File: config.mk
export PLATFORM = sky130hd
export DESIGN_NAME = starter_self_test_sequencer
export DESIGN_NICKNAME = d
export VERILOG_FILES = /design/src/self_test_pkg.sv /design/src/starter_self_test_sequencer.sv
export SDC_FILE = /design/constraint.sdc
export NUM_CORES = 1
export LEC_CHECK = 0
export BUFFER_PORTS_ARGS = -buffer_cell sky130_fd_sc_hd__buf_4
export CAP_MARGIN = 30
export CORE_UTILIZATION = 45
export DETAILED_ROUTE_END_ITERATION = 6
export HOLD_SLACK_MARGIN = 0.02
export SETUP_SLACK_MARGIN = 0.4
export SLEW_MARGIN = 10
export SYNTH_ARGS = -nofsm -noshare
export SYNTH_HDL_FRONTEND = slang
export SYNTH_SLANG_ARGS = --single-unit
File: constraint.sdc
create_clock -name sys_clk -period 12.1 [get_ports sys_clk]
set_input_delay 0.605 -clock sys_clk [delete_from_list [all_inputs] [get_ports sys_clk]]
set_output_delay 0.605 -clock sys_clk [all_outputs]
set_load 0.02 [all_outputs]
File: src/self_test_pkg.sv
package self_test_pkg;

	// ****************************************************************
	// Command and event codes
	// ****************************************************************
	localparam logic [7:0] STD_SELF_TEST_VALUE = 8'h16;  // Command value 22
	localparam logic [7:0] EVT_SELF_TEST_ENTER = 8'hc1;  // Event 193
	localparam logic [7:0] EVT_SELF_TEST_PASS  = 8'hc3;  // Event 195
	localparam logic [7:0] FAULT_BYPASS        = 8'h30;  // Fault 48
	localparam logic [7:0] FAULT_LINE          = 8'h31;  // Fault 49
	localparam logic [7:0] FAULT_SELF_TEST     = 8'h32;  // Generic self-test fault
	localparam logic [7:0] FAULT_DISCONNECT    = 8'h33;
	localparam logic [7:0] FAULT_LINE_POWER    = 8'h34;
	localparam logic [7:0] FAULT_CMD_REMOVED   = 8'h35;

	// ****************************************************************
	// Register map
	// ****************************************************************
	localparam logic [3:0] REG_COMMAND    = 4'h0;  // Misc command parameter
	localparam logic [3:0] REG_CONFIG     = 4'h1;  // Confirm-input and voltage setup
	localparam logic [3:0] REG_LINE_TMO   = 4'h2;  // Line confirm timeout, ms, 0 = off
	localparam logic [3:0] REG_BYPASS_TMO = 4'h3;  // Bypass feedback timeout, ms
	localparam logic [3:0] REG_STATUS     = 4'h4;  // Display code and fault
	localparam logic [3:0] REG_EVENT      = 4'h5;  // Last event number
	localparam int CFG_LINE_SEL_LSB = 0;   // 8-bit mask of line-confirm inputs
	localparam int CFG_BYP_SEL_LSB  = 8;   // 8-bit mask of bypass-confirm inputs
	localparam int CFG_BYP_FAN_BIT  = 16;  // Dedicated bypass relay on fan duty
	localparam int CFG_BYP_ASG_BIT  = 17;  // Dedicated bypass relay assigned
	localparam int CFG_HV_BIT       = 18;  // 1 = 4160V, 0 = 2400V
	localparam logic [18:0] CFG_RESET = 19'h40000;

	// ****************************************************************
	// Timing: dwell per step, six gates plus four contactor halves
	// ****************************************************************
	localparam int CLK_HZ          = 20_000_000;
	localparam int TOTAL_SEC       = 285;
	localparam int DWELL_MS        = 25_000;  // Contactor halves, 4 x 25 s
	localparam int GATE_MS         = 25_000;  // Sequential gates, 6 x 25 s
	localparam int ALL_MS          = 35_000;  // All gates: 100+150+35 = 285 s
	localparam int DONE_MS         = 2_000;   // Completed message shown
	localparam int MS_CYCLES       = CLK_HZ / 1000;

	// Display codes
	typedef enum logic [3:0] {
		DSP_HOME = 4'h0, DSP_OPEN_DISC = 4'h1, DSP_LINE_CLOSED = 4'h2, DSP_LINE_OPEN = 4'h3,
		DSP_BYP_CLOSED = 4'h4, DSP_BYP_OPEN = 4'h5, DSP_GATE = 4'h6, DSP_ALL = 4'h7,
		DSP_DONE = 4'h8
	} display_t;

	typedef enum logic [9:0] {
		S_IDLE = 10'h001, S_WAIT_DISC = 10'h002, S_LINE_ON = 10'h004, S_LINE_OFF = 10'h008,
		S_BYP_ON = 10'h010, S_BYP_OFF = 10'h020, S_GATE = 10'h040, S_ALL = 10'h080,
		S_DONE = 10'h100, S_HOLD = 10'h200
	} state_t;

	typedef struct packed {
		logic       runRelay;
		logic       upToSpeedRelay;
		logic       bypassRelay;
		logic [5:0] gates;  // {p3b,p3a,p2b,p2a,p1b,p1a}
		logic [2:0] stringSel;  // A..F string positions fired: {E/F, C/D, A/B}
	} drive_t;

	typedef struct packed {
		state_t     state;
		logic [31:0] msTick;
		logic [31:0] msCount;
		logic [2:0] gateStep;
		display_t   display;
		logic [2:0] gateNum;
		logic [7:0] faultCode;
		logic [7:0] eventNum;
		logic       eventPulse;
		logic       systemReset;
		drive_t     drive;
		logic [7:0] command;
		logic [18:0] config_;
		logic [15:0] lineTmo;
		logic [15:0] bypassTmo;
		logic [31:0] rdata;
		logic [1:0] discSync;
		logic [1:0] powerSync;
		logic [1:0] enterSync;
		logic       enterPrev;
		logic [7:0] in0Sync;
		logic [7:0] inSync;
	} state_all_t;

endpackage

File: src/starter_self_test_sequencer.sv
// The register offsets and the address-and-strobe port were decided locally.
`timescale 1ns/1ps
module starter_self_test_sequencer (
	input  wire logic                     sys_clk,
	input  wire logic                     reset,
	input  wire logic [3:0]               regAddr,
	input  wire logic [31:0]              regWdata,
	input  wire logic                     regWrite,
	input  wire logic                     regRead,
	output logic [31:0]                   regRdata,
	input  wire logic                     disconnectClosed,
	input  wire logic                     linePowerPresent,
	input  wire logic                     enterKey,
	input  wire logic [7:0]               digitalIn,
	output self_test_pkg::drive_t         drive,
	output self_test_pkg::display_t       display,
	output logic [2:0]                    gateNum,
	output logic [7:0]                    eventNum,
	output logic                          eventPulse,
	output logic [7:0]                    faultCode,
	output logic                          systemReset
);

	// ****************************************************************
	// State
	// ****************************************************************
	self_test_pkg::state_all_t st_r;
	self_test_pkg::state_all_t st_nxt;

	// Outputs straight from the state flops
	assign regRdata    = st_r.rdata;
	assign drive       = st_r.drive;
	assign display     = st_r.display;
	assign gateNum     = st_r.gateNum;
	assign eventNum    = st_r.eventNum;
	assign eventPulse  = st_r.eventPulse;
	assign faultCode   = st_r.faultCode;
	assign systemReset = st_r.systemReset;

	// Helper terms from configuration, state and synchronised inputs
	logic [7:0] lineSel;
	logic [7:0] bypSel;
	logic       lineUsed;
	logic       bypUsed;
	logic       lineFb;
	logic       bypFb;
	logic       enterPress;
	logic       hv;
	logic       active;
	logic [31:0] lineLimit;
	logic [31:0] bypLimit;
	assign lineSel    = st_r.config_[self_test_pkg::CFG_LINE_SEL_LSB +: 8];
	assign bypSel     = st_r.config_[self_test_pkg::CFG_BYP_SEL_LSB +: 8];
	assign lineUsed   = |lineSel;
	assign bypUsed    = |bypSel;
	assign lineFb     = |(st_r.inSync & lineSel);
	assign bypFb      = |(st_r.inSync & bypSel);
	assign enterPress = st_r.enterSync[1] & ~st_r.enterPrev;
	assign hv         = st_r.config_[self_test_pkg::CFG_HV_BIT];
	assign active     = (st_r.state != self_test_pkg::S_IDLE)
		&& (st_r.state != self_test_pkg::S_DONE) && (st_r.state != self_test_pkg::S_HOLD);
	assign lineLimit  = {16'h0000, st_r.lineTmo};
	assign bypLimit   = {16'h0000, st_r.bypassTmo};

	// Gate of each sequential step: p1b, p1a, p2b, p2a, p3b, p3a
	function automatic logic [5:0] gateOf(input logic [2:0] step);
		logic [5:0] g;
		g = 6'h00;
		unique case (step)
			3'h0: g = 6'h02;
			3'h1: g = 6'h01;
			3'h2: g = 6'h08;
			3'h3: g = 6'h04;
			3'h4: g = 6'h20;
			default: g = 6'h10;
		endcase
		return g;
	endfunction

	// Displayed gate number in order 6,3,5,2,4,1
	function automatic logic [2:0] numOf(input logic [2:0] step);
		logic [2:0] n;
		n = 3'h0;
		unique case (step)
			3'h0: n = 3'h6;
			3'h1: n = 3'h3;
			3'h2: n = 3'h5;
			3'h3: n = 3'h2;
			3'h4: n = 3'h4;
			default: n = 3'h1;
		endcase
		return n;
	endfunction

	// ****************************************************************
	// Next state
	// ****************************************************************
	always_comb begin
		logic advance;
		logic [31:0] dwell;
		advance = 1'b0;
		dwell   = 32'(self_test_pkg::DWELL_MS);
		st_nxt  = st_r;
		st_nxt.eventPulse  = 1'b0;
		st_nxt.systemReset = 1'b0;
		// Disconnect, line power, enter key and digital inputs through two flops before use; register port used directly
		st_nxt.discSync  = {st_r.discSync[0], disconnectClosed};
		st_nxt.powerSync = {st_r.powerSync[0], linePowerPresent};
		st_nxt.enterSync = {st_r.enterSync[0], enterKey};
		st_nxt.enterPrev = st_r.enterSync[1];
		st_nxt.in0Sync   = digitalIn;
		st_nxt.inSync    = st_r.in0Sync;
		// Millisecond prescaler; shared dwell and timeout base
		if (st_r.msTick == 32'(self_test_pkg::MS_CYCLES - 1)) begin
			st_nxt.msTick  = 32'h0;
			st_nxt.msCount = st_r.msCount + 32'h1;
		end else begin
			st_nxt.msTick = st_r.msTick + 32'h1;
		end

		// Register port, read data the cycle after the strobe
		st_nxt.rdata = 32'h0;
		if (regWrite) begin
			unique case (regAddr)
				self_test_pkg::REG_COMMAND:    st_nxt.command   = regWdata[7:0];
				self_test_pkg::REG_CONFIG:     st_nxt.config_   = regWdata[18:0];
				self_test_pkg::REG_LINE_TMO:   st_nxt.lineTmo   = regWdata[15:0];
				self_test_pkg::REG_BYPASS_TMO: st_nxt.bypassTmo = regWdata[15:0];
				default: ;
			endcase
		end
		if (regRead) begin
			unique case (regAddr)
				self_test_pkg::REG_COMMAND:    st_nxt.rdata = {24'h0, st_r.command};
				self_test_pkg::REG_CONFIG:     st_nxt.rdata = {13'h0, st_r.config_};
				self_test_pkg::REG_LINE_TMO:   st_nxt.rdata = {16'h0, st_r.lineTmo};
				self_test_pkg::REG_BYPASS_TMO: st_nxt.rdata = {16'h0, st_r.bypassTmo};
				self_test_pkg::REG_STATUS:     st_nxt.rdata = {10'h0, st_r.state, 1'b0,
					st_r.gateNum, st_r.display, st_r.faultCode[3:0]};
				self_test_pkg::REG_EVENT:      st_nxt.rdata = {16'h0, st_r.faultCode,
					st_r.eventNum};
				default:                       st_nxt.rdata = 32'h0;
			endcase
		end

		// Step dwell selection
		unique case (st_r.state)
			self_test_pkg::S_GATE: dwell = 32'(self_test_pkg::GATE_MS);
			self_test_pkg::S_ALL:  dwell = 32'(self_test_pkg::ALL_MS);
			self_test_pkg::S_DONE: dwell = 32'(self_test_pkg::DONE_MS);
			default:               dwell = 32'(self_test_pkg::DWELL_MS);
		endcase
		advance = enterPress || (st_r.msCount >= dwell);

		// Sequencer
		unique case (st_r.state)
			self_test_pkg::S_IDLE: begin
				st_nxt.drive = '0;
				if (st_r.command == self_test_pkg::STD_SELF_TEST_VALUE) begin
					st_nxt.eventNum   = self_test_pkg::EVT_SELF_TEST_ENTER;
					st_nxt.eventPulse = 1'b1;
					st_nxt.faultCode  = 8'h00;
					st_nxt.state      = self_test_pkg::S_WAIT_DISC;
				end
			end
			self_test_pkg::S_WAIT_DISC: begin
				st_nxt.msCount = 32'h0;
				if (st_r.discSync[1]) begin
					st_nxt.display = self_test_pkg::DSP_OPEN_DISC;
				end else if (st_r.lineTmo == 16'h0000) begin
					st_nxt.state   = self_test_pkg::S_BYP_ON;
					st_nxt.display = self_test_pkg::DSP_BYP_CLOSED;
				end else begin
					st_nxt.state   = self_test_pkg::S_LINE_ON;
					st_nxt.display = self_test_pkg::DSP_LINE_CLOSED;
				end
			end
			self_test_pkg::S_LINE_ON: begin
				st_nxt.drive.runRelay = 1'b1;
				if (lineUsed && !lineFb && st_r.msCount >= lineLimit) begin
					st_nxt.faultCode = self_test_pkg::FAULT_LINE;
					st_nxt.state     = self_test_pkg::S_HOLD;
				end else if (advance) begin
					st_nxt.state   = self_test_pkg::S_LINE_OFF;
					st_nxt.display = self_test_pkg::DSP_LINE_OPEN;
					st_nxt.msCount = 32'h0;
				end
			end
			self_test_pkg::S_LINE_OFF: begin
				st_nxt.drive.runRelay = 1'b0;
				if (lineUsed && lineFb && st_r.msCount >= lineLimit) begin
					st_nxt.faultCode = self_test_pkg::FAULT_LINE;
					st_nxt.state     = self_test_pkg::S_HOLD;
				end else if (advance) begin
					st_nxt.state   = self_test_pkg::S_BYP_ON;
					st_nxt.display = self_test_pkg::DSP_BYP_CLOSED;
					st_nxt.msCount = 32'h0;
				end
			end
			self_test_pkg::S_BYP_ON: begin
				st_nxt.drive.upToSpeedRelay = 1'b1;
				st_nxt.drive.bypassRelay = st_r.config_[self_test_pkg::CFG_BYP_ASG_BIT];
				// Fan duty without confirm input passes
				if (bypUsed && !bypFb && st_r.msCount >= bypLimit) begin
					st_nxt.faultCode = self_test_pkg::FAULT_BYPASS;
					st_nxt.state     = self_test_pkg::S_HOLD;
				end else if (advance) begin
					st_nxt.state   = self_test_pkg::S_BYP_OFF;
					st_nxt.display = self_test_pkg::DSP_BYP_OPEN;
					st_nxt.msCount = 32'h0;
				end
			end
			self_test_pkg::S_BYP_OFF: begin
				st_nxt.drive.upToSpeedRelay = 1'b0;
				st_nxt.drive.bypassRelay    = 1'b0;
				if (bypUsed && bypFb && st_r.msCount >= bypLimit) begin
					st_nxt.faultCode = self_test_pkg::FAULT_BYPASS;
					st_nxt.state     = self_test_pkg::S_HOLD;
				end else if (advance) begin
					st_nxt.state    = self_test_pkg::S_GATE;
					st_nxt.display  = self_test_pkg::DSP_GATE;
					st_nxt.gateStep = 3'h0;
					st_nxt.msCount  = 32'h0;
				end
			end
			self_test_pkg::S_GATE: begin
				st_nxt.drive.gates = gateOf(st_r.gateStep);
				st_nxt.drive.stringSel = {hv, 2'b11};
				st_nxt.gateNum = numOf(st_r.gateStep);
				if (advance) begin
					st_nxt.msCount = 32'h0;
					if (st_r.gateStep == 3'h5) begin
						st_nxt.state   = self_test_pkg::S_ALL;
						st_nxt.display = self_test_pkg::DSP_ALL;
						st_nxt.gateNum = 3'h0;
					end else begin
						st_nxt.gateStep = st_r.gateStep + 3'h1;
					end
				end
			end
			self_test_pkg::S_ALL: begin
				st_nxt.drive.gates     = 6'h3f;
				st_nxt.drive.stringSel = {hv, 2'b11};
				if (advance) begin
					st_nxt.drive      = '0;
					st_nxt.display    = self_test_pkg::DSP_DONE;
					st_nxt.eventNum   = self_test_pkg::EVT_SELF_TEST_PASS;
					st_nxt.eventPulse = 1'b1;
					st_nxt.msCount    = 32'h0;
					st_nxt.state      = self_test_pkg::S_DONE;
				end
			end
			self_test_pkg::S_DONE: begin
				if (st_r.msCount >= dwell) begin
					st_nxt.display     = self_test_pkg::DSP_HOME;
					st_nxt.systemReset = 1'b1;
					st_nxt.command     = 8'h00;
					st_nxt.state       = self_test_pkg::S_IDLE;
				end
			end
			self_test_pkg::S_HOLD: begin
				// Fault latched until command withdrawn
				st_nxt.drive = '0;
				if (st_r.command != self_test_pkg::STD_SELF_TEST_VALUE) begin
					st_nxt.display = self_test_pkg::DSP_HOME;
					st_nxt.state   = self_test_pkg::S_IDLE;
				end
			end
			default: st_nxt.state = self_test_pkg::S_IDLE;
		endcase

		// Cancel on disturbance; precedence over step flow
		if (active && st_r.state != self_test_pkg::S_WAIT_DISC) begin
			if (st_r.powerSync[1] && st_r.state == self_test_pkg::S_LINE_ON) begin
				st_nxt.faultCode = self_test_pkg::FAULT_SELF_TEST;
				st_nxt.state     = self_test_pkg::S_HOLD;
			end else if (st_r.discSync[1]) begin
				st_nxt.faultCode = self_test_pkg::FAULT_DISCONNECT;
				st_nxt.state     = self_test_pkg::S_HOLD;
			end else if (st_r.powerSync[1]) begin
				st_nxt.faultCode = self_test_pkg::FAULT_LINE_POWER;
				st_nxt.state     = self_test_pkg::S_HOLD;
			end
		end
		if (active && st_r.command != self_test_pkg::STD_SELF_TEST_VALUE) begin
			st_nxt.faultCode = self_test_pkg::FAULT_CMD_REMOVED;
			st_nxt.state     = self_test_pkg::S_HOLD;
		end
		if (st_nxt.state == self_test_pkg::S_HOLD && st_r.state != self_test_pkg::S_HOLD) begin
			st_nxt.drive      = '0;
			st_nxt.display    = self_test_pkg::DSP_HOME;  // No step shown while held
			st_nxt.eventNum   = st_nxt.faultCode;  // Fault logged as event
			st_nxt.eventPulse = 1'b1;
		end

		// Step timer restarts with each step; a free-running ms tick cut timeouts short
		if ((st_nxt.state != st_r.state) || (st_nxt.gateStep != st_r.gateStep)) begin
			st_nxt.msTick  = 32'h0;
			st_nxt.msCount = 32'h0;
		end

		// Relays, gates and gate number follow the next state, in step with the display
		st_nxt.drive   = '0;
		st_nxt.gateNum = 3'h0;
		unique case (st_nxt.state)
			self_test_pkg::S_LINE_ON: begin
				st_nxt.drive.runRelay = 1'b1;
			end
			self_test_pkg::S_BYP_ON: begin
				st_nxt.drive.upToSpeedRelay = 1'b1;
				st_nxt.drive.bypassRelay    = st_r.config_[self_test_pkg::CFG_BYP_ASG_BIT];
			end
			self_test_pkg::S_GATE: begin
				st_nxt.drive.gates     = gateOf(st_nxt.gateStep);
				st_nxt.drive.stringSel = {hv, 2'b11};
				st_nxt.gateNum         = numOf(st_nxt.gateStep);
			end
			self_test_pkg::S_ALL: begin
				st_nxt.drive.gates     = 6'h3f;
				st_nxt.drive.stringSel = {hv, 2'b11};
			end
			default: ;
		endcase
	end

	// ****************************************************************
	// State register
	// ****************************************************************
	always_ff @(posedge sys_clk or posedge reset) begin
		if (reset) begin
			st_r <= '{state: self_test_pkg::S_IDLE, display: self_test_pkg::DSP_HOME,
				config_: self_test_pkg::CFG_RESET, lineTmo: 16'h0000,
				bypassTmo: 16'h0000, default: '0};
		end else begin
			st_r <= st_nxt;
		end
	end

endmodule

# Word-level counts from Yosys, hierarchy flattened
# Cells that the tools add are included.
dict set report op_classes {
  mux 82
  n_reduce_logical 33
  n_lt_le_gt_ge 3
  bitwise 4
  n_addsub 3
  n_eq_ne 52
}
# op n
set ops {}
lappend ops {{32-bit one-hot mux with 7 select lines} 1}
lappend ops {{10-bit 2-to-1 mux} 20}
lappend ops {{32-bit 2-to-1 mux} 6}
lappend ops {{22-bit one-hot mux with 6 select lines} 1}
lappend ops {{10-bit one-hot mux with 10 select lines} 1}
lappend ops {{8-bit 2-to-1 mux} 12}
lappend ops {{39-bit 2-to-1 mux} 2}
lappend ops {{32-bit by 1-bit adder with 32-bit output (second input constant)} 2}
lappend ops {{32-bit by 16-bit greater-or-equal comparator with 1-bit output} 2}
lappend ops {{64-bit 2-to-1 mux} 1}
lappend ops {{59-bit 2-to-1 mux} 1}
lappend ops {{42-bit 2-to-1 mux} 1}
lappend ops {{4-bit 2-to-1 mux} 10}
lappend ops {{8-bit one-hot mux with 5 select lines} 1}
lappend ops {{3-bit != test (second input constant)} 12}
lappend ops {{4-bit one-hot mux with 9 select lines} 1}
lappend ops {{9-bit one-hot mux with 2 select lines} 2}
lappend ops {{32-bit by 15-bit == test with 1-bit output (second input constant)} 1}
lappend ops {{32-bit greater-or-equal comparator} 1}
lappend ops {{16-bit 2-to-1 mux} 2}
lappend ops {{16-bit one-hot mux with 2 select lines} 1}
lappend ops {{8-bit OR reduction} 4}
lappend ops {{3-bit one-hot mux with 5 select lines} 2}
lappend ops {{6-bit one-hot mux with 5 select lines} 1}
lappend ops {{50 further kinds} 89}
dict set report word_totals {
  reg_bits 228
}

# Longest topological paths before layout
dict set report logic_depth {
  ltp_word 16
  depth_mapped 19
  ltp_nobuf 16
}

# Least setup slack after synthesis
# Ideal clock, no wire load.
dict set report synth_path {
  path_kind {reg2reg}
  startpoint {register st_r[220] in the netlist's numbering}
  endpoint {register st_r[185] in the netlist's numbering}
  n_path_buf 4
  arrival_time_ps 3944
  path_slack_ps 8072
  stages_incl_launch_ff 19
  cell_sequence {dfrtp_1 > buf_2 > nor4_2 > buf_2 > and2_1 > nand4_1 > nand2_1 > ha_1 > a211oi_1 > nor2_1 > a2111oi_4 > and3_1 > buf_2 > a211o_1 > o2111ai_1 > a2111oi_4 > nand3_4 > buf_6 > nor3_2}
}
# element line_no
set synth_lines {}
lappend synth_lines {{start: declaration} starter_self_test_sequencer.sv:27} ;# self_test_pkg::state_all_t st_r;
lappend synth_lines {{start signal: assignment} starter_self_test_sequencer.sv:331} ;# st_r <= '{state: self_test_pkg::S_IDLE, display: self_test_pkg::DSP_HOME,
lappend synth_lines {{start signal: assignment} starter_self_test_sequencer.sv:335} ;# st_r <= st_nxt;

==> tab_implementation.tex <==
\begin{tabular}{lr}
\hline
Metric & Value \\
\hline
\multicolumn{2}{l}{\textbf{Status}} \\
Outcome & finished, violations left \\
Violated checks & DRC \\
\multicolumn{2}{l}{\textbf{Floorplanning}} \\
Die Area & 27300 um2 \\
Starting Density & 0.459 \\
Height of the die & 165 um \\
Core Area & 26100 um2 \\
IO Pins & 120 \\
Floorplan row count & 59 \\
Die width & 165 um \\
\multicolumn{2}{l}{\textbf{Placement}} \\
Placed cell count & 1533 \\
Number of input and output port buffers inserted & 96 \\
Pre-CTS setup slack & 6.34 ns \\
Detail Placement HPWL & 24000 um \\
Weighted congestion reported at the end of routability-driven placement & 0.940 \\
\multicolumn{2}{l}{\textbf{CTS}} \\
Clock tree from TritonCTS & built \\
Clk Latency, worst-skew pair & 0.54 ns \\
Clock root cell & clkbuf\_16 \\
Post-CTS Setup Repair Bufs & 0 \\
Count of H-tree levels built during CTS & 1 \\
Worst-case clock buffer depth & 3 \\
Sink Count & 217 \\
Clock buffer count from CTS & 24 \\
Hold-fix buffers at CTS & 0 \\
Count of cells resized by post-cts repair & 0 \\
Register clock-pin slew on the reported worst setup and hold paths & 0.06 ns \\
\multicolumn{2}{l}{\textbf{Global route}} \\
Largest net degree at the start of global routing & 75 \\
Vias in the first global route & 8811 \\
First-pass GRT wire length & 51100 um \\
Initial antenna violation count & 0 \\
Global-route usage over all layers & 0.247 \\
Final global-route overflow total & 0 \\
\multicolumn{2}{l}{\textbf{Worst setup path}} \\
Sum of buffers and inverters on the critical path & 1 \\
Startpoint types & register \\
Critical path data required time & 12.54 ns \\
Capture point of the worst reg-to-reg path & st\_r[155] \\
Critical Path Sink Type & register \\
Cell type group with the largest total delay on the critical path & simple AND/OR/NAND/NOR gates \\
Startpoint of the worst-slack reg-to-reg timing path & st\_r[224] \\
Worst R2R Setup Slack & 6.30 ns \\
Max Fanout on Critical Path & 41 \\
Slowest-stage cell, CP & nor2\_1 \\
Worst R2R Path Depth & 15 \\
Cell chain of the critical path & nor2\_1 -> and2\_1 -> nand4\_1 -> nand2\_1 -> ha\_1 -> a211oi\_1 -> nor2\_1 -> a2111oi\_4 -> nand3\_1 -> o21ai\_0 -> o2111ai\_1 -> a2111oi\_4 -> nand3\_4 -> buf\_16 -> nor3\_1 \\
Critical setup path kind & reg2reg \\
Critical path's largest stage delay & 0.62 ns \\
Arrival time of data at the critical path endpoint & 6.24 ns \\
Launch point of the worst path & st\_r[224] \\
\multicolumn{2}{l}{\textbf{Routing}} \\
Number of vias after detailed routing & 9201 \\
Routed vias/inst & 5.82 \\
Number of design-rule violations left by the first detailed-router iteration & 832 \\
Total routed wirelength & 32700 um \\
Number of DRC violations after detailed routing & 28 \\
Antenna viol nets, final & 0 \\
Routed wire length per instance & 20.7 um \\
Pre-Repair DR Iteration Count & 7 \\
\multicolumn{2}{l}{\textbf{Synth}} \\
Proportion of synthesized area in mux cells & 0.0496 \\
Yosys cell types & 80 \\
Synth warn & 0 \\
Area share of the largest cell type after synthesis & 0.448 \\
Dominant combinational cell family by area after synthesis & simple AND/OR/NAND/NOR gates \\
Syn Area/Cell & 10.1 um2 \\
Cells taking the most area after synthesis & dfrtp\_1, ha\_1, mux2\_2 \\
Ys flop type & dfrtp\_1 \\
Cells after synthesis & 1189 \\
Cell area after technology mapping & 12000 um2 \\
Simple-gate portion of the synthesized area & 0.194 \\
Fraction of registers with async set or reset after synthesis & 1.00 \\
Commonest cells in the synthesized netlist & dfrtp\_1, nor2\_1, nand2\_1 \\
Compound-Gate Fraction of Synth Area & 0.127 \\
Post-synth EDFFs & 0 \\
Parity-gate share of the synthesized area counting xor and xnor cells & 0.0482 \\
Cell accounting for the most synthesized area & dfrtp\_1 \\
Seq cells post-synth & 217 \\
Adder-cell area share of the yosys netlist & 0.0501 \\
Cell with the most instances after synthesis & dfrtp\_1 \\
Seq/Total Area, Yosys & 0.453 \\
\multicolumn{2}{l}{\textbf{Run}} \\
\# Max-Cap Violations & 0 \\
\multicolumn{2}{l}{\textbf{Timing}} \\
Number of hold violations in the final report & 0 \\
Fmax & 172 MHz \\
Total setup violations reported at the end of the flow & 0 \\
RSZ-0062 raised after global routing & false \\
Slew at the pin with the worst max-slew slack & 0.876 ns \\
Smallest setup slack after layout & 6.30 ns \\
Max-Slew Margin vs Limit & 0.410 \\
Part of the cycle the worst path needs & 0.479 \\
Max-slew violations & 0 \\
Total negative setup slack & 0 ns \\
Clock skew after layout & 0.0279 ns \\
Shortest period the worst path allows & 5.80 ns \\
\multicolumn{2}{l}{\textbf{Layout}} \\
Final cell utilization of the core & 0.519 \\
Synthesis-to-finish area growth & 13.2\% \\
ANT cells & 0 \\
Final instance count without filler cells & 1581 \\
Layout net count & 1328 \\
Layout cell share with drive strength beyond 1 & 0.218 \\
\multicolumn{2}{l}{\textbf{Min path}} \\
Path type of the worst min-delay path & in2async \\
\multicolumn{2}{l}{\textbf{Pwr}} \\
Leakage power figure & 0.00595 uW \\
Maximum VDD drop & 0.140 mV \\
Power per Cell Area & 160 nW/um2 \\
\hline
\end{tabular}
[per-stage QoR]
step,power [uW],instance area (um2),hold slack [ns]
after floorplan,1270,12000,0.331
after global placement,1380,12600,0.334
after global routing,2280,13600,0.127
after detailed placement,1410,12700,0.335
final,2170,13600,0.0849
after CTS,2180,13500,0.119
[per-layer routing]
layer,part of all wire,track usage,wire (um),vias to the layer above
met2,0.44,0.373,14300,318
li1,-,-,-,4287
met3,0.074,0.0529,2430,38
met5,0,0,0,-
met4,0.019,0.0580,620,0
met1,0.47,0.359,15400,4558
[final cells by class]
cell class                      count  area [um2]
Tap cell                          335         419
Sequential cell                   217        5430
Clock buffer                       36         706
Timing Repair Buffer              116         946
Fill cell                        2396       12600
Clock inverter                      7         128
Inverter                           58         225
Multi-Input combinational cell    812        5720
[cell usage in the layout (no fill, tap or decap), types with 47 or more instances in the layout]
master   netlist  final
ha_1          48     48
a21oi_1       50     50
nand3_1       47     47
a22oi_1       48     48
nor2_1        88     88
nand2_1       82     82
dfrtp_1      215    215
buf_4         68    109
mux2_2        52     52
inv_1         57     56
[kinds of logic (layout without fill, tap and decap cells)]
group,count (synthesis),count (layout)
other,1,10
buffers and inverters,169,217
AOI/OAI and AO/OA,216,216
muxes,53,53
and+or+nand+nor,419,419
DFF,217,217
adders and majority gates,48,48
xor gates and xnor gates,66,66
[sequential cells by signal (all words and copies together), names as in the netlist]
name / cells
eventPulse: 1
display: 4
st_r: 98
gateNum: 3
drive: 11
lineLimit: 16
bypLimit: 16
systemReset: 1
bypSel: 8
st_nxt: 12
lineSel: 8
hv: 1
eventNum: 8
regRdata: 22
faultCode: 8
[power by group]
group	internal (uW)	leakage, uW	switching [uW]	total (uW)
combinational	189	0.00272	331	519
sequential	797	0.00283	85.9	883
clock	467	0.000403	300	767
total	1450	0.00595	717	2170
[worst max path at each step]
stage                             end  cells after the start
after floorplan           bypLimit[0]                      1
after global placement      st_r[155]                     14
after detailed placement    st_r[184]                     15
after CTS                   st_r[182]                     15
after global routing        st_r[155]                     15
final                       st_r[155]                     15
Note: power is estimated with default switching activity, not from simulation.
